--- src/hw/gfm_pkg.sv ---
/*
 gauge fieldbus messaging package: message kinds, service and object codes,
 assembly layout, float format fields and timing constants.
 assumes a frame-level CAN controller outside that delivers parsed requests.
*/
package gfm_pkg;

	// object and service codes
	localparam logic [7:0] GFM_CLASS_AOP = 8'h6A;
	localparam logic [7:0] GFM_CLASS_CONN = 8'h05;
	localparam logic [7:0] GFM_INST_COS = 8'h04;
	localparam logic [7:0] GFM_ATTR_PCHG = 8'h64;
	localparam logic [7:0] GFM_ATTR_AOMODE = 8'h65;
	localparam logic [7:0] GFM_SVC_GET = 8'h0E;
	localparam logic [7:0] GFM_SVC_SET = 8'h10;
	localparam logic [7:0] GFM_ERR_SVC = 8'h08;
	localparam logic [7:0] GFM_ERR_ATTR = 8'h14;
	localparam logic [7:0] GFM_ERR_VALUE = 8'h09;
	localparam logic [7:0] GFM_ERR_OBJ = 8'h16;
	localparam logic [7:0] GFM_OK = 8'h00;
	localparam logic [7:0] GFM_AOMODE_LOG = 8'h00;

	// threshold range in percent
	localparam logic [7:0] GFM_PCHG_MIN = 8'h01;
	localparam logic [7:0] GFM_PCHG_MAX = 8'h64;
	localparam logic [7:0] GFM_PCHG_RST = 8'h0A;

	// float fields
	localparam int GFM_SIGN_POS = 31;
	localparam int GFM_EXP_LSB = 23;
	localparam int GFM_FRAC_W = 23;
	localparam logic [7:0] GFM_EXP_BIAS = 8'h7F;

	// assembly layout
	localparam int GFM_ASM_BYTES = 6;
	localparam int GFM_ASM_PRES_LO = 2;
	localparam logic [7:0] GFM_ASM_FULL = 8'h01;
	localparam logic [7:0] GFM_ASM_SHORT = 8'h03;

	// recommended master poll spacing
	localparam int GFM_SCAN_MS = 20;
	localparam int GFM_CLK_MHZ = 100;
	localparam int GFM_SCAN_CYC = GFM_SCAN_MS * 1000 * GFM_CLK_MHZ;

	typedef enum logic [2:0] {
		GFM_MSG_POLL,
		GFM_MSG_STROBE,
		GFM_MSG_EXPLICIT,
		GFM_MSG_CYCLIC,
		GFM_MSG_COS
	} gfm_msg_t;

	typedef struct packed {
		gfm_msg_t kind;
		logic strobe_bit;
		logic [7:0] service;
		logic [7:0] class_id;
		logic [7:0] instance_id;
		logic [7:0] attr_id;
		logic [7:0] data;
	} gfm_req_t;

	typedef struct packed {
		gfm_msg_t kind;
		logic [7:0] asm_id;
		logic [7:0] status;
		logic [7:0] data;
		logic [47:0] assembly;
	} gfm_rsp_t;

endpackage

--- src/hw/gfm_float_enc.sv ---
/*
 unsigned fixed-point to single-precision converter, one cycle of latency.
 assumes the input is a non-negative integer of mantissa units times 2^-FRAC.
*/
`timescale 1ns/10ps
module gfm_float_enc
	import gfm_pkg::*;
#(
	parameter int IN_W = 32,
	parameter int FRAC = 16
) (
	input wire logic sys_clk_i,
	input wire logic reset_n_i,
	input wire logic clk_en_i,
	input wire logic sign_i,
	input wire logic [IN_W-1:0] mag_i,
	output logic [31:0] flt_o
);

	logic [31:0] flt_reg;
	logic [31:0] flt_next;

	////////////////////////////////////////////////////////////////////////
	// leading-one search then normalise; zero maps to +/-0
	always_comb begin
		int lead;
		logic [IN_W-1:0] norm;
		lead = -1;
		norm = '0;
		for (int i = 0; i < IN_W; i++) begin
			if (mag_i[i]) begin
				lead = i;
			end
		end
		flt_next = '0;
		flt_next[GFM_SIGN_POS] = sign_i;
		if (lead >= 0) begin
			norm = mag_i << (IN_W - 1 - lead);
			// biased exponent, hidden one dropped from the fraction
			flt_next[30:GFM_EXP_LSB] = 8'(lead - FRAC + int'(GFM_EXP_BIAS));
			flt_next[GFM_FRAC_W-1:0] = norm[IN_W-2 -: GFM_FRAC_W];
		end
	end

	always_ff @(posedge sys_clk_i or negedge reset_n_i) begin
		if (!reset_n_i) begin
			flt_reg <= 32'h0000_0000;
		end else if (clk_en_i) begin
			flt_reg <= flt_next;
		end
	end

	assign flt_o = flt_reg;

endmodule

--- src/hw/gfm_msg_core.sv ---
/*
 gauge fieldbus slave messaging core: answers polls, bit strobes and
 explicit get/set requests, and raises change-of-state reports.
 assumes a link layer that hands over one parsed request per req_valid_i
 pulse and takes one answer per rsp_valid_o pulse; the pressure input and
 its sign come from the measuring chain on the same clock.
// Overview of operation
// - analog output point object lives at class 6A hex, no class attributes.
// - get single 0E and set single 10 are accepted on that object.
// - group-two-only slave: poll, strobe, change-of-state/cyclic, explicit.
// - high voltage is switched via this slave's bit-strobe bit.
// - strobe bit 1 turns high voltage on, reply with input assembly 1.
// - strobe bit 0 turns high voltage off.
// - threshold byte is attribute 100, class 5 instance 4, read and write.
// - send change-of-state when value deviates by threshold percent.
// - threshold valid only 1 to 100 percent; all of them supported.
// - real values go out as 32-bit single-precision floats.
// - top bit is sign, 1 negative, 0 positive.
// - eight exponent bits hold exponent plus bias 127.
// - low 23 bits are fraction without hidden leading one.
// - pressure bytes sit at assembly bytes 2..5, low byte first.
*/
`timescale 1ns/10ps
module gfm_msg_core
	import gfm_pkg::*;
#(
	parameter int PRES_W = 32,
	parameter int PRES_FRAC = 16
) (
	input wire logic sys_clk_i,
	input wire logic reset_n_i,
	input wire logic clk_en_i,
	input wire logic req_valid_i,
	input wire gfm_req_t req_i,
	input wire logic pres_sign_i,
	input wire logic [PRES_W-1:0] pres_mag_i,
	input wire logic sensor_ok_i,
	input wire logic [7:0] exc_status_i,
	output gfm_rsp_t rsp_o,
	output logic rsp_valid_o,
	output logic gauge_high_voltage_o,
	output logic [7:0] pchg_o
);

	////////////////////////////////////////////////////////////////////////
	// state
	logic hv_reg;
	logic hv_next;
	logic [7:0] pchg_reg;
	logic [7:0] pchg_next;
	logic [PRES_W-1:0] ref_reg;
	logic [PRES_W-1:0] ref_next;
	logic ref_sign_reg;
	logic ref_sign_next;
	logic rsp_valid_reg;
	logic rsp_valid_next;
	gfm_rsp_t rsp_reg;
	gfm_rsp_t rsp_next;
	logic pend_reg;
	logic pend_next;
	logic [31:0] flt;

	// float conversion of the live pressure, one cycle behind the input
	gfm_float_enc #(
		.IN_W(PRES_W),
		.FRAC(PRES_FRAC)
	) u_enc (
		.sys_clk_i(sys_clk_i),
		.reset_n_i(reset_n_i),
		.clk_en_i(clk_en_i),
		.sign_i(pres_sign_i),
		.mag_i(pres_mag_i),
		.flt_o(flt)
	);

	////////////////////////////////////////////////////////////////////////
	// helpers

	// status byte 0 of the input assemblies
	function automatic logic [7:0] status_byte(input logic hv, input logic ok);
		status_byte = {5'h00, 1'b1, hv, ok};
	endfunction

	// full input assembly: status, exception, float low byte first
	function automatic logic [47:0] full_asm(input logic [7:0] st, input logic [7:0] ex,
		input logic [31:0] f);
		full_asm = {f[31:24], f[23:16], f[15:8], f[7:0], ex, st};
	endfunction

	// deviation test: |now - ref| * 100 >= ref * pct
	function automatic logic deviates(input logic [PRES_W-1:0] now,
		input logic [PRES_W-1:0] ref_v, input logic [7:0] pct);
		logic [PRES_W-1:0] diff;
		logic [PRES_W+7:0] lhs;
		logic [PRES_W+7:0] rhs;
		diff = (now > ref_v) ? (now - ref_v) : (ref_v - now);
		lhs = (PRES_W+8)'(diff) * (PRES_W+8)'(GFM_PCHG_MAX);
		rhs = (PRES_W+8)'(ref_v) * (PRES_W+8)'(pct);
		deviates = (lhs >= rhs) && (diff != '0);
	endfunction

	////////////////////////////////////////////////////////////////////////
	// request decode and next state
	always_comb begin
		logic [7:0] st;
		logic [7:0] code;
		logic [7:0] dat;
		st = status_byte(hv_reg, sensor_ok_i);
		code = GFM_OK;
		dat = 8'h00;
		hv_next = hv_reg;
		pchg_next = pchg_reg;
		ref_next = ref_reg;
		ref_sign_next = ref_sign_reg;
		rsp_valid_next = 1'b0;
		rsp_next = rsp_reg;
		pend_next = pend_reg;
		// change detection runs on every cycle, reported when link is idle
		if (deviates(pres_mag_i, ref_reg, pchg_reg) || (pres_sign_i != ref_sign_reg)) begin
			pend_next = 1'b1;
		end
		if (req_valid_i) begin
			case (req_i.kind)
				GFM_MSG_STROBE: begin
					hv_next = req_i.strobe_bit;
					if (req_i.strobe_bit) begin
						// reply carries the new high-voltage state
						rsp_next.asm_id = GFM_ASM_FULL;
						rsp_next.assembly = full_asm(status_byte(1'b1, sensor_ok_i),
							exc_status_i, flt);
						rsp_valid_next = 1'b1;
					end // strobe 0 only turns off, no reply
				end
				GFM_MSG_POLL, GFM_MSG_CYCLIC: begin
					rsp_next.asm_id = GFM_ASM_FULL;
					rsp_next.assembly = full_asm(st, exc_status_i, flt);
					rsp_valid_next = 1'b1;
				end
				GFM_MSG_EXPLICIT: begin
					if (req_i.class_id == GFM_CLASS_AOP) begin
						if (req_i.instance_id == 8'h00) begin
							code = GFM_ERR_ATTR; // no class attributes
						end else if (req_i.service == GFM_SVC_GET) begin
							if (req_i.attr_id == GFM_ATTR_AOMODE) begin
								dat = GFM_AOMODE_LOG;
							end else begin
								code = GFM_ERR_ATTR;
							end
						end else if (req_i.service == GFM_SVC_SET) begin
							// the only attribute here is read-only
							code = GFM_ERR_ATTR;
						end else begin
							code = GFM_ERR_SVC;
						end
					end else if (req_i.class_id == GFM_CLASS_CONN &&
						req_i.instance_id == GFM_INST_COS &&
						req_i.attr_id == GFM_ATTR_PCHG) begin
						if (req_i.service == GFM_SVC_GET) begin
							dat = pchg_reg;
						end else if (req_i.service == GFM_SVC_SET) begin
							// out-of-range values refused, old threshold kept
							if (req_i.data >= GFM_PCHG_MIN && req_i.data <= GFM_PCHG_MAX) begin
								pchg_next = req_i.data;
							end else begin
								code = GFM_ERR_VALUE;
							end
						end else begin
							code = GFM_ERR_SVC;
						end
					end else begin
						code = GFM_ERR_OBJ;
					end
					rsp_next.asm_id = 8'h00;
					rsp_next.assembly = '0;
					rsp_next.status = code;
					rsp_next.data = dat;
					rsp_valid_next = 1'b1;
				end
				default: begin
					rsp_valid_next = 1'b0;
				end
			endcase
			rsp_next.kind = req_i.kind;
		end else if (pend_reg) begin
			// report and take this value as the new reference
			rsp_next.kind = GFM_MSG_COS;
			rsp_next.asm_id = GFM_ASM_FULL;
			rsp_next.status = GFM_OK;
			rsp_next.data = 8'h00;
			rsp_next.assembly = full_asm(st, exc_status_i, flt);
			rsp_valid_next = 1'b1;
			ref_next = pres_mag_i;
			ref_sign_next = pres_sign_i;
			pend_next = 1'b0;
		end
	end

	always_ff @(posedge sys_clk_i or negedge reset_n_i) begin
		if (!reset_n_i) begin
			hv_reg <= 1'b0;
			pchg_reg <= GFM_PCHG_RST;
			ref_reg <= '0;
			ref_sign_reg <= 1'b0;
			rsp_valid_reg <= 1'b0;
			rsp_reg <= '0;
			pend_reg <= 1'b0;
		end else if (clk_en_i) begin
			hv_reg <= hv_next;
			pchg_reg <= pchg_next;
			ref_reg <= ref_next;
			ref_sign_reg <= ref_sign_next;
			rsp_valid_reg <= rsp_valid_next;
			rsp_reg <= rsp_next;
			pend_reg <= pend_next;
		end
	end

	////////////////////////////////////////////////////////////////////////
	// outputs straight from flip-flops
	assign rsp_o = rsp_reg;
	assign rsp_valid_o = rsp_valid_reg;
	assign gauge_high_voltage_o = hv_reg;
	assign pchg_o = pchg_reg;

endmodule

--- config.mk ---
export PLATFORM = sky130hd
export DESIGN_NAME = gfm_msg_core
export DESIGN_NICKNAME = d
export VERILOG_FILES = /design/src/hw/gfm_pkg.sv /design/src/hw/gfm_float_enc.sv /design/src/hw/gfm_msg_core.sv
export SDC_FILE = /design/constraint.sdc
export NUM_CORES = 1
export LEC_CHECK = 0
export BUFFER_PORTS_ARGS = -buffer_cell sky130_fd_sc_hd__buf_2
export CORE_MARGIN = 2
export CORE_UTILIZATION = 25
export CTS_CLUSTER_SIZE = 16
export DETAILED_ROUTE_END_ITERATION = 6
export GPL_TIMING_DRIVEN = 1
export MAX_ROUTING_LAYER = met4
export PLACE_DENSITY_LB_ADDON = 0.15
export RECOVER_POWER = 100
export SYNTH_ARGS = -nofsm -noshare
export SYNTH_HDL_FRONTEND = slang
export SYNTH_SLANG_ARGS = --single-unit
export TNS_END_PERCENT = 30
--- constraint.sdc ---
create_clock -name sys_clk_i -period 23.1 [get_ports sys_clk_i]
set_clock_uncertainty 0.15 [all_clocks]
set_input_delay 0 -clock sys_clk_i [delete_from_list [all_inputs] [get_ports sys_clk_i]]
set_output_delay 0 -clock sys_clk_i [all_outputs]
set_load 0.02 [all_outputs]
# After elaboration in Yosys (flattened, before gate mapping)
# Cells that the tools add are included.
[word_totals]
register_bits = 151
latchBits = 0
ram_bits = 0
rom_bits = 0
input_bits = 90
out_inout_bits = 85
wordCells = 119
memories = 0
[classes]
addsub = 5
n_mul = 2
div_mod_pow = 0
n_lt_le_gt_ge = 5
eq_ne = 14
n_shift = 1
n_mux = 60
bitwise_logic = 3
reduce_logical = 17
[op_table]
columns = ["op", "n"]
rows = [
  ["$mux 32", 33],
  ["$mux 75", 2],
  ["$pmux 48 s3", 1],
  ["$mux 8", 10],
  ["$sub 32x32->32", 2],
  ["$mux 48", 1],
  ["$ge 39x40->1", 1],
  ["$mul 32x8->40", 1],
  ["$mul 32x5->37 const B", 1],
  ["$ge 32x1->1 const B", 1],
  ["$gt 32x32->1", 1],
  ["$reduce_bool 32->1", 1],
  ["$shl 32x32->31", 1],
  ["$sub 6x32->32 const A", 1],
  ["$mux 31", 1],
  ["$eq 8x7->1 const B", 3],
  ["$pmux 8 s3", 1],
  ["$eq 8x3->1 const B", 2],
  ["$mux 16", 1],
  ["$mux 5", 2],
  ["$reduce_and 3->1", 3],
  ["$add 8x8->8 const B", 1],
  ["$eq 8x4->1 const B", 1],
  ["$eq 8x5->1 const B", 1],
  ["23 further kinds", 34],
]

# Longest topological paths before layout
# Gate-level depths: netlist of run 1.
[logic_depth]
depth_word = 35
depth_mapped = 41
depth_no_buf = 38

# Hierarchy
# Synthesis of run 1 repeated with hierarchy kept, for this count alone.
[unflattened]
cells_unflattened = 2871
area_unflattened_um2 = 23478.8
[by_module_without_submodules]
columns = ["module", "n_inst", "cells_each", "area_per_inst_um2", "seq_area_each_um2"]
rows = [
  ["gfm_msg_core", 1, 2443, 19864.1, 2580.0],
  ["gfm_float_enc", 1, 428, 3614.7, 800.8],
]

# Worst setup path before layout of run 1
# OpenSTA, ideal clock, no wires.
[synth_path]
path_type = "reg-to-reg"
startpoint = "reg ref_reg[1]"
endpoint = "reg pend_reg"
setup_ns = 0.125
t_arrival_ns = 7.893
required_ns = 22.825
slack_ns = 14.932
stages_incl_launch_ff = 40
path_buffers = 4
period_less_slack_ns = 8.168
path_cell_list = "dfrtp_1 clkbuf_1 inv_1 fa_1 nand3_1 nand2_1 a211o_1 a211o_1 a22oi_4 buf_6 buf_2 buf_2 nor2_1 a21oi_1 xnor2_1 inv_1 ha_1 ha_1 [4 not listed] or4_1 o221a_2 and4_1 o221ai_1 a31o_2 a31oi_1 a211o_1 a21oi_1 xnor2_1 ha_1 nor3_1 nand2_1 a221oi_1 nand3_1 a2111oi_0 a21oi_1 o41ai_2 o2bb2ai_1"
[synth_via]
elab_chain_cells = 9
word_cells_on_any_way = 13
classes_between = "add/sub (2); mul (2); order compare (2); mux (4); reduce/logical (3)"
[synth_lines]
columns = ["item", "line", "text"]
rows = [
  ["start, declared", "gfm_msg_core.sv:51", "logic [PRES_W-1:0] ref_reg;"],
  ["start signal, assigned", "gfm_msg_core.sv:210", "ref_reg <= ref_next;"],
  ["$sub 32x32->32 / $gt 32x32->1 (equally long branches)", "gfm_msg_core.sv:96", "diff = (now > ref_v) ? (now - ref_v) : (ref_v - now);"],
  ["$mux 32", "gfm_msg_core.sv:96", ""],
  ["$mul 32x5->37", "gfm_msg_core.sv:97", "lhs = (PRES_W+8)'(diff) * (PRES_W+8)'(GFM_PCHG_MAX);"],
  ["$ge 39x40->1", "gfm_msg_core.sv:99", "deviates = (lhs >= rhs) && (diff != '0);"],
  ["$logic_and 1x1->1 (*)", "gfm_msg_core.sv:99", ""],
  ["$logic_or 1x1->1 (*)", "gfm_msg_core.sv:119", "if (deviates(pres_mag_i, ref_reg, pchg_reg) || (pres_sign_i != ref_sign_reg)) begin"],
  ["$mux 1 (*)", "gfm_msg_core.sv:119", ""],
  ["$mux 1", "gfm_msg_core.sv:184", "end else if (pend_reg) begin"],
  ["$mux 1 (*)", "gfm_msg_core.sv:122", "if (req_valid_i) begin"],
  ["end signal, assigned", "gfm_msg_core.sv:214", "pend_reg <= pend_next;"],
  ["end, declared", "gfm_msg_core.sv:59", "logic pend_reg;"],
]
# Mark *: on every way between the ends. The rest lies on a longest branch, timed or not.
# A chain may end at the register's enable or synchronous reset.

# Worst setup path after layout of run 1
[layout_path]
startpoint = "in pres_mag_i[4]"
endpoint = "reg pend_reg"
[layout_via]
elab_chain_cells = 9
word_cells_on_any_way = 12
classes_between = "add/sub (2); mul (1); order compare (2); mux (4); reduce/logical (3)"
[layout_lines]
columns = ["item", "line", "text"]
rows = [
  ["start, declared", "gfm_msg_core.sv:36", "input wire logic [PRES_W-1:0] pres_mag_i,"],
  ["$sub 32x32->32 / $gt 32x32->1 (equally long branches)", "gfm_msg_core.sv:96", ""],
  ["$mux 32 (*)", "gfm_msg_core.sv:96", ""],
  ["$mul 32x5->37", "gfm_msg_core.sv:97", ""],
  ["$ge 39x40->1", "gfm_msg_core.sv:99", ""],
  ["$logic_and 1x1->1 (*)", "gfm_msg_core.sv:99", ""],
  ["$logic_or 1x1->1 (*)", "gfm_msg_core.sv:119", ""],
  ["$mux 1 (*)", "gfm_msg_core.sv:119", ""],
  ["$mux 1", "gfm_msg_core.sv:184", ""],
  ["$mux 1 (*)", "gfm_msg_core.sv:122", ""],
]
# Marks and branches as above.

==> qor.txt, run 1 <==
outcome -> finished, violations left
failing checks -> design-rule violations, max-capacitance violations, max-slew violations
ys flop type -> dfrtp_1
worst slew pin tran -> 4.073 ns
final hold slack -> 0.01624 ns
pre-CTS WS -> 12.95 ns
clock sinks -> 135
remaining antenna violation count after routing -> 0
Period Utilization, post-route -> 47.10%
met3 GRT Util -> 1.030%
GRT Residual Overflow -> 0
Post-DP HPWL -> 62.28 mm
Vias per Instance -> 4.721
cells after synthesis -> 2771
CP most frequent cell -> ha_1
Final WS setup -> 12.22 ns
Slew HR -> -171.5%
initial antenna violation count -> 3
worst r2r path cells -> 33
fillcell total -> 9907
I/O Pins -> 175
Finished Core Util -> 28.56%
Worst Hold Path Cells -> 3
Most Crowded Layer GR -> met2
Worst Path Arrival -> 11.06 ns
top post-synthesis cells by count -> 410 x inv_1, 364 x nand2_1, 275 x ha_1
Reg clk slew, reported paths -> 0.08 ns
grt met2 use -> 27.00%
drt drc -> 2
share of cells above drive strength 1 -> 6.026%
Post-Syn Area per Cell -> 8.233 um^2
CP max stage cell -> a22oi_1
count leader, synth -> inv_1
die area -> 0.09369 mm^2
Crit path required time -> 23.28 ns
Clk Latency, worst-skew pair -> 0.46 ns
nets -> 3464
Mapped Area -> 0.02281 mm^2
CTS tree -> done
Die Y-Extent -> 306.1 um
Crit Path Class -> primary input to flop
DR WL/cell -> 18.80 um
Die W -> 306.1 um
Tmin final -> 10.88 ns
vias in the first global route -> 19933
top cells by area, synth -> fa_1 18%, ha_1 15%, dfrtp_1 15%, inv_1 6.7%, nand2_1 6.0%
largest net degree at the start of global routing -> 72
reg2reg start -> ref_reg[14]
cts bufs inserted -> 17
Iter 0 DRT Violations -> 1016
Largest register FFs -> 59
Root Driver -> clkbuf_16
RSZ-0062 raised after global routing -> false
port buffer count -> 159
DR pass1 iterations -> 7
total number of H-tree levels -> 4
slowest stage delay, CP -> 1.30 ns
GP Congestion -> 0.8553
FFs w/ async S/R, synth -> 100.0%
first-pass GRT wire length -> 119.5 mm
Yosys reg bits -> 135
FF+latch area -> 0.003381 mm^2
met1 Use GR -> 23.11%
Yosys Warn Count -> 0
hold violation count in the final report -> 0
CTS Buffer Depth -> 2
Initial Util -> 25.27%
Synth area leader -> fa_1
# rows -> 110
sequential element share of the synthesized area -> 14.82%
vias -> 19273
number of synthesized flops with an enable pin -> 0
max cap viols -> 9
crit-path max FO -> 36
multi-input gate area in the final layout -> 0.01723 mm^2
Area Overhead vs Synth -> 13.04%
Startpoint Class -> primary input
worst r2r dst -> pend_reg
Worst setup EP type -> flop
Core Region -> 0.09029 mm^2
hold_sp -> pres_mag_i[1]
Max Slew Vio Count -> 457
Setup Buffers After CTS -> 0
endpoint of the worst hold path -> ref_reg[1]
post-synthesis cell type count -> 82
Yosys top cell area share -> 18.25%
R2R Setup Slk -> 12.33 ns
Total Routing Usage GR -> 16.75%
Max Clk Rate -> 91.91 MHz
setup TNS -> 0 ns
Hold Crit Class -> primary input to flop
final wirelength -> 76.74 mm
final setup fails -> 0
==> metal layers <==
metal,part of all wire (%),wire (um)
met1,49,37790
met2,46,35650
met3,2.4,1842
met4,1.9,1464
met5,0,0
==> cells in the final DEF (no fill, tap or decap), types with 15 or more instances in the layout <==
cell type and instances:
a211oi_1 17, ha_1 275, and2_1 110, o21a_1 20
o21ai_0 162, nand2b_1 15, fa_1 208, nand3_1 28
nor3_1 28, o22ai_1 18, dfrtp_1 133, xor2_1 40
nor2_1 102, conb_1 15, nand4_1 28, nand2_1 364
inv_1 411, mux2_2 18, xnor2_1 63, a21o_1 56
o31ai_1 17, buf_2 92, dlygate4sd3_1 72, nor2b_1 16
clkbuf_16 17, o21bai_1 31, mux2i_1 89, a21oi_1 152
clkbuf_1 71
==> through the flow <==
step / instance area [um^2] / instances
3_5_place_dp: 24570 / 3976
5_1_grt: 25790 / 4082
3_3_place_gp: 24570 / 3976
6_report: 25790 / 4082
4_1_cts: 25910 / 4080
2_1_floorplan: 22870 / 2785
==> area by class of cell <==
cell class / instances / share of cell area, %
antenna: 2 / 0.01941
timing repair buffer: 246 / 5.934
inverter: 412 / 5.997
clock inverter: 15 / 0.7617
tap: 1176 / 5.706
sequential: 135 / 13.11
multi-input combinational: 2079 / 66.82
clock buffer: 17 / 1.650
==> how the worst max path moves through the flow <==
stage | end | from | depth (start not counted) | slack (ns)
after global routing | pend_reg | pres_mag_i[4] | 34 | 11.38
after floorplan | pend_reg | ref_reg[1] | 39 | 14.93
final | pend_reg | pres_mag_i[4] | 36 | 12.22
after detailed placement | pend_reg | ref_reg[14] | 33 | 12.95
after CTS | pend_reg | ref_reg[14] | 33 | 12.94
after global placement | pend_reg | ref_reg[14] | 33 | 12.94
==> critical path: cells and delay by family <==
kind	cells	cell delay, ns
compound gates	13	4.51
fa+ha+maj	6	2.23
buf+inv	6	1.92
simple gates	8	1.66
xor+xnor	2	0.52
mux	1	0.19
==> logic make-up after synthesis <==
| logic type | after synthesis | share of synthesized area, % |
|---|---|---|
| DFF | 135 | 14.82 |
| other | 1 | 0.01644 |
| xor gates and xnor gates | 103 | 3.954 |
| muxes | 113 | 5.188 |
| and+or+nand+nor | 747 | 15.28 |
| buffers and inverters | 571 | 9.954 |
| AOI/OAI and AO/OA | 618 | 17.45 |
| adders and majority gates | 483 | 33.33 |
==> what timing repair did <==
item / in CTS / in global routing
resized for setup: 0 / 0
hold endpoints to repair: 131 / 0
hold buffers: 72 / 0
Power of run 1 is left out: the tool's default activity adds up to more than one toggle a clock period on the data nets, which glitch-free logic cannot reach.
==> run 2: changes to the inputs <==
--- a/config.mk
+++ b/config.mk
@@ -5,6 +5,7 @@
 export SDC_FILE = /design/constraint.sdc
 export NUM_CORES = 1
 export LEC_CHECK = 0
+export ABC_AREA = 1
 export BUFFER_PORTS_ARGS = -buffer_cell sky130_fd_sc_hd__buf_2
 export CORE_MARGIN = 2
 export CORE_UTILIZATION = 25
==> constraint.sdc (replaced) <==
create_clock -name sys_clk_i -period 8.8 [get_ports sys_clk_i]
set_clock_uncertainty 0.15 [all_clocks]
set_input_delay 0 -clock sys_clk_i [delete_from_list [all_inputs] [get_ports sys_clk_i]]
set_output_delay 0 -clock sys_clk_i [all_outputs]
set_load 0.02 [all_outputs]
==> qor.txt, run 2 <==
slowest stage delay, CP -> 0.56 ns (-0.74 ns)
FFs w/ async S/R, synth -> 100.0% (unchanged)
Total Routing Usage GR -> 16.78% (+0.026 points)
Iter 0 DRT Violations -> 1372 (+35%)
vias -> 20267 (+5.2%)
total number of H-tree levels -> 4 (unchanged)
Reg clk slew, reported paths -> 0.08 ns (about the same)
max cap viols -> 3 (-6)
worst r2r path cells -> 51 (+55%)
Die W -> 302.0 um (-1.4%)
Clk Latency, worst-skew pair -> 0.45 ns (about the same)
Area Overhead vs Synth -> 17.21%
initial antenna violation count -> 1 (-2)
Synth area leader -> fa_1
Max Clk Rate -> 121.0 MHz
outcome -> finished, violations left
DR pass1 iterations -> 5 (-2)
Die Y-Extent -> 302.0 um (-1.4%)
GP Congestion -> 0.9061 (+5.9%)
worst slew pin tran -> 4.188 ns (+0.1155 ns)
Yosys Warn Count -> 0 (unchanged)
final hold slack -> 0.003660 ns (-0.01258 ns)
Yosys top cell area share -> 18.76% (+0.51 points)
final wirelength -> 74.20 mm (-3.3%)
Cells after DPL -> 4357 (+9.6%)
first-pass GRT wire length -> 116.3 mm (-2.7%)
Crit Path Class -> primary input to flop
Yosys reg bits -> 135 (unchanged)
Crit path required time -> 9.02 ns (-14.26 ns)
I/O Pins -> 175 (unchanged)
failing checks -> max-capacitance violations, max-slew violations
remaining antenna violation count after routing -> 0 (unchanged)
Hold Crit Class -> primary input to flop
sequential element share of the synthesized area -> 15.23% (+0.41 points)
commonest cells after routing, fill and taps aside -> 692 x nand2_1, 603 x inv_1, 273 x ha_1, 270 x nand3_1, 208 x fa_1
Post-DP HPWL -> 61.40 mm (-1.4%)
worst r2r dst -> pend_reg
clock sinks -> 135 (unchanged)
CTS tree -> done
top post-synthesis cells by count -> 691 x nand2_1, 602 x inv_1, 275 x ha_1
# rows -> 109 (-0.91%)
ys flop type -> dfrtp_1
reg2reg start -> ref_reg[25]
Post-Syn Area per Cell -> 7.241 um^2 (-12%)
R2R Setup Slk -> 0.55 ns (-11.78 ns)
port buffer count -> 159 (unchanged)
Core Region -> 0.08824 mm^2 (-2.3%)
Worst setup EP type -> flop
Startpoint Class -> primary input
Tmin final -> 8.263 ns
Largest register FFs -> 59 (unchanged)
Worst Hold Path Cells -> 3 (unchanged)
Root Driver -> clkbuf_16
CP max stage cell -> dlygate4sd3_1
DR WL/cell -> 16.59 um (-12%)
Period Utilization, post-route -> 93.90%
CTS Buffer Depth -> 2 (unchanged)
Finished Layout Cells -> 4472 (+9.6%)
crit-path max FO -> 6 (-83%)
Mapped Area -> 0.02219 mm^2 (-2.7%)
final setup fails -> 0 (unchanged)
Max Slew Vio Count -> 183 (-60%)
post-synthesis cell type count -> 64 (-22%)
hold_sp -> clk_en_i
cells after synthesis -> 3065 (+11%)
share of cells above drive strength 1 -> 8.348% (+2.3 points)
endpoint of the worst hold path -> u_enc.flt_o[9]
largest net degree at the start of global routing -> 73 (+1.4%)
hold violation count in the final report -> 0 (unchanged)
setup TNS -> 0 ns (unchanged)
Initial Util -> 25.15% (-0.12 points)
drt drc -> 0 (-2)
nets -> 3866 (+12%)
Slew HR -> -179.2% (-7.7 points)
die area -> 0.09117 mm^2 (-2.7%)
most common cell after layout, fill and taps aside -> nand2_1
Vias per Instance -> 4.532 (-4.0%)
GRT Residual Overflow -> 0 (unchanged)
top cells by area, synth -> fa_1 19%, ha_1 16%, dfrtp_1 15%, nand2_1 12%, inv_1 10%
vias in the first global route -> 19889 (-0.22%)
Finished Core Util -> 29.48% (+0.92 points)
number of synthesized flops with an enable pin -> 0 (unchanged)
cts bufs inserted -> 17 (unchanged)
Worst Path Arrival -> 8.49 ns (-2.57 ns)
count leader, synth -> nand2_1
[run 2: worst max-delay path, delay by kind of cell]
| kind | cells | cell delay (ns) |
|---|---|---|
| compound gates | 22 | 3.38 |
| fa+ha+maj | 6 | 1.84 |
| buf+inv | 10 | 1.65 |
| simple gates | 13 | 1.13 |
| xor+xnor | 3 | 0.45 |
[run 2: what timing repair did]
action | in CTS | in global routing
buffers inserted | 0 | 11
hold endpoints to repair | 130 | 0
hold buffers | 71 | 0
gates resized for setup | 0 | 48
setup endpoints to repair | 0 | 1
[run 2: per-stage QoR]
step / instance area (um^2) / setup slack (ns)
final: 26010 / 0.5367
after global routing: 26010 / -0.01863
after CTS: 25880 / 0.03528
after detailed placement: 24580 / 0.07560
after global placement: 24580 / 0.1925
after floorplan: 22250 / 1.259
[run 2: layout make-up]
class | instances | area, um^2
Antenna cell | 1 | 2.502
Clock buffer | 19 | 452.9
Clock inverter | 13 | 137.6
Fill cell | 9790 | 62230
Inverter | 605 | 2275
Multi-Input combinational cell | 2204 | 16150
Sequential cell | 135 | 3381
Tap cell | 1165 | 1458
Timing Repair Buffer | 330 | 2160
[run 2: logic make-up after synthesis]
logic type / after synthesis / share of synthesized area [%]
and+or+nand+nor: 1137 / 21.58
buffers and inverters: 740 / 12.93
adders and majority gates: 483 / 34.27
AOI/OAI and AO/OA: 461 / 11.70
DFF: 135 / 15.23
xor gates and xnor gates: 105 / 4.144
muxes: 3 / 0.1409
other: 1 / 0.01690
[run 2: how the worst max path moves through the flow]
| stage | from | endpoint | slack, ns | depth (start not counted) |
|---|---|---|---|---|
| 2_1_floorplan | ref_reg[1] | pend_reg | 1.26 | 47 |
| 3_3_place_gp | ref_reg[0] | pend_reg | 0.19 | 45 |
| 3_5_place_dp | ref_reg[0] | pend_reg | 0.08 | 51 |
| 4_1_cts | ref_reg[27] | pend_reg | 0.04 | 43 |
| 5_1_grt | ref_reg[25] | pend_reg | -0.02 | 47 |
| 6_report | pres_mag_i[25] | pend_reg | 0.54 | 54 |
[run 2: routing by layer]
layer | GRT usage [%] | share of wire [%]
met4 | 1.615 | 0.75
met5 | - | 0
met2 | 26.69 | 47
met1 | 23.59 | 49
met3 | 2.011 | 3.8
Power of run 2 is left out for the same reason.
==> run 3: changes to the inputs <==
==> constraint.sdc (replaced) <==
create_clock -name sys_clk_i -period 7.7 [get_ports sys_clk_i]
set_clock_uncertainty 0.15 [all_clocks]
set_input_delay 0 -clock sys_clk_i [delete_from_list [all_inputs] [get_ports sys_clk_i]]
set_output_delay 0 -clock sys_clk_i [all_outputs]
set_load 0.02 [all_outputs]
==> qor.txt, run 3 (same netlist as run 2, synthesis figures left out) <==
drt drc -> 0 (unchanged)
met3 GRT Util -> 1.659% (-0.35 points)
Iter 0 DRT Violations -> 1376 (+0.29%)
port buffer count -> 159 (unchanged)
cts bufs inserted -> 17 (unchanged)
Vias per Instance -> 4.502 (-0.66%)
CP max stage cell -> fa_1
nets -> 4190 (+8.4%)
CP most frequent cell -> o21ai_4
Startpoint Class -> flop
Tmin final -> 7.598 ns
largest net degree at the start of global routing -> 68 (-6.8%)
RSZ-0062 raised after global routing -> true
CTS Buffer Depth -> 2 (unchanged)
met1 Use GR -> 25.07% (+1.5 points)
Cells after DPL -> 4643 (+6.6%)
reg2reg start -> ref_reg[0]
Clk Latency, worst-skew pair -> 0.45 ns (about the same)
remaining antenna violation count after routing -> 0 (unchanged)
Die W -> 302.0 um (unchanged)
Post-DP HPWL -> 63.81 mm (+3.9%)
slowest stage delay, CP -> 0.49 ns (-0.07 ns)
Hold Crit Class -> primary input to flop
total number of H-tree levels -> 4 (unchanged)
hold violation count in the final report -> 0 (unchanged)
GP Congestion -> 0.8996 (-0.72%)
first-pass GRT wire length -> 121.6 mm (+4.6%)
commonest cells after routing, fill and taps aside -> 684 x nand2_1, 594 x inv_1, 406 x buf_4, 267 x nand3_1, 249 x ha_1
Slew HR -> -69.68% (+110 points)
Crit path required time -> 7.93 ns (-1.09 ns)
Worst Path Arrival -> 7.83 ns (-0.66 ns)
Finished Layout Cells -> 4796 (+7.2%)
Largest register FFs -> 59 (unchanged)
I/O Pins -> 175 (unchanged)
Worst setup EP type -> flop
final wirelength -> 76.97 mm (+3.7%)
outcome -> finished, violations left
DR pass1 iterations -> 6 (+1)
# rows -> 109 (unchanged)
Root Driver -> clkbuf_16
worst r2r path cells -> 46 (-9.8%)
Crit Path Class -> flop to flop
Max Clk Rate -> 131.6 MHz
final hold slack -> 0.03581 ns (+0.03215 ns)
die area -> 0.09117 mm^2 (unchanged)
Buf/Inv on CP -> 6 (-4)
pre-CTS WS -> -0.7115 ns (-0.7871 ns)
Most Crowded Layer GR -> met2
final setup fails -> 0 (unchanged)
Initial Util -> 25.15% (unchanged)
Die Y-Extent -> 302.0 um (unchanged)
setup TNS -> 0 ns (unchanged)
vias -> 21591 (+6.5%)
CP Depth -> 46 (-15%)
Reg clk slew, reported paths -> 0.08 ns (about the same)
fillcell total -> 9609 (-1.8%)
Core Region -> 0.08824 mm^2 (unchanged)
max cap viols -> 2 (-1)
failing checks -> max-capacitance violations, max-slew violations
worst slew pin tran -> 2.545 ns (-1.643 ns)
Max Slew Vio Count -> 72 (-61%)
Crit path max-delay family -> compound AO/OA/AOI/OAI gates
crit-path max FO -> 5 (-1)
CTS tree -> done
GRT Residual Overflow -> 0 (unchanged)
grt met2 use -> 27.35% (+0.66 points)
vias in the first global route -> 21079 (+6.0%)
Area Overhead vs Synth -> 31.72%
worst r2r dst -> pend_reg
crit path to -> pend_reg
Total Routing Usage GR -> 17.49% (+0.71 points)
most common cell after layout, fill and taps aside -> nand2_1
Period Utilization, post-route -> 98.68%
DR WL/cell -> 16.05 um (-3.3%)
clock sinks -> 135 (unchanged)
R2R Setup Slk -> 0.10 ns (-0.45 ns)
Worst Setup SP -> ref_reg[0]
initial antenna violation count -> 2 (+1)
Final WS setup -> 0.1016 ns (-0.4351 ns)
share of cells above drive strength 1 -> 18.98% (+11 points)
## run 3: final cells by class
cell class	instances	area (um^2)	area share [%]
multi-input combinational	2205	16800	57.45
timing repair buffer	653	4722	16.15
sequential	135	3383	11.57
inverter	605	2271	7.768
tap	1165	1458	4.986
clock buffer	17	425.4	1.455
clock inverter	15	176.4	0.6035
antenna	1	2.502	0.008560
## run 3: tightest hold or removal path: cells and delay by family
kind,cells,cell delay [ns]
compound gates,2,0.27
simple gates,2,0.24
buf+inv,1,0.08
## run 3: repair_timing
item,in CTS,in global routing
resized for setup,53,113
endpoints found under the setup margin,1,1
setup buffers,13,31
hold buffers,76,0
pin swaps,34,82
endpoints found under the hold margin,139,0
gates cloned,1,1
## run 3: layer usage
| metal | up-vias | part of all wire (%) |
|---|---|---|
| li1 | 10754 | - |
| met1 | 10390 | 49 |
| met2 | 406 | 46 |
| met3 | 41 | 3.6 |
| met4 | 0 | 1.0 |
| met5 | - | 0 |
## run 3: how the worst min path moves through the flow
| stage | start | endpoint | slack [ns] | cells after the start |
|---|---|---|---|---|
| floorplan | reset_n_i | gauge_high_voltage_o | -0.45 | 0 |
| global placement | reset_n_i | rsp_o[10] | -0.11 | 1 |
| detailed placement | reset_n_i | rsp_o[9] | -0.11 | 1 |
| CTS | req_i[7] | rsp_o[59] | 0.03 | 5 |
| global route | req_i[7] | rsp_o[59] | 0.10 | 5 |
| finish | req_i[7] | rsp_o[59] | 0.04 | 5 |
## run 3: stage by stage
| stage | area [um^2] | util, % |
|---|---|---|
| 2_1_floorplan | 22250 | - |
| 3_3_place_gp | 26780 | 30.35 |
| 3_5_place_dp | 26780 | 30.35 |
| 4_1_cts | 28500 | 32.30 |
| 5_1_grt | 29230 | 33.13 |
| 6_report | 29230 | 33.13 |
Power of run 3 is left out for the same reason.
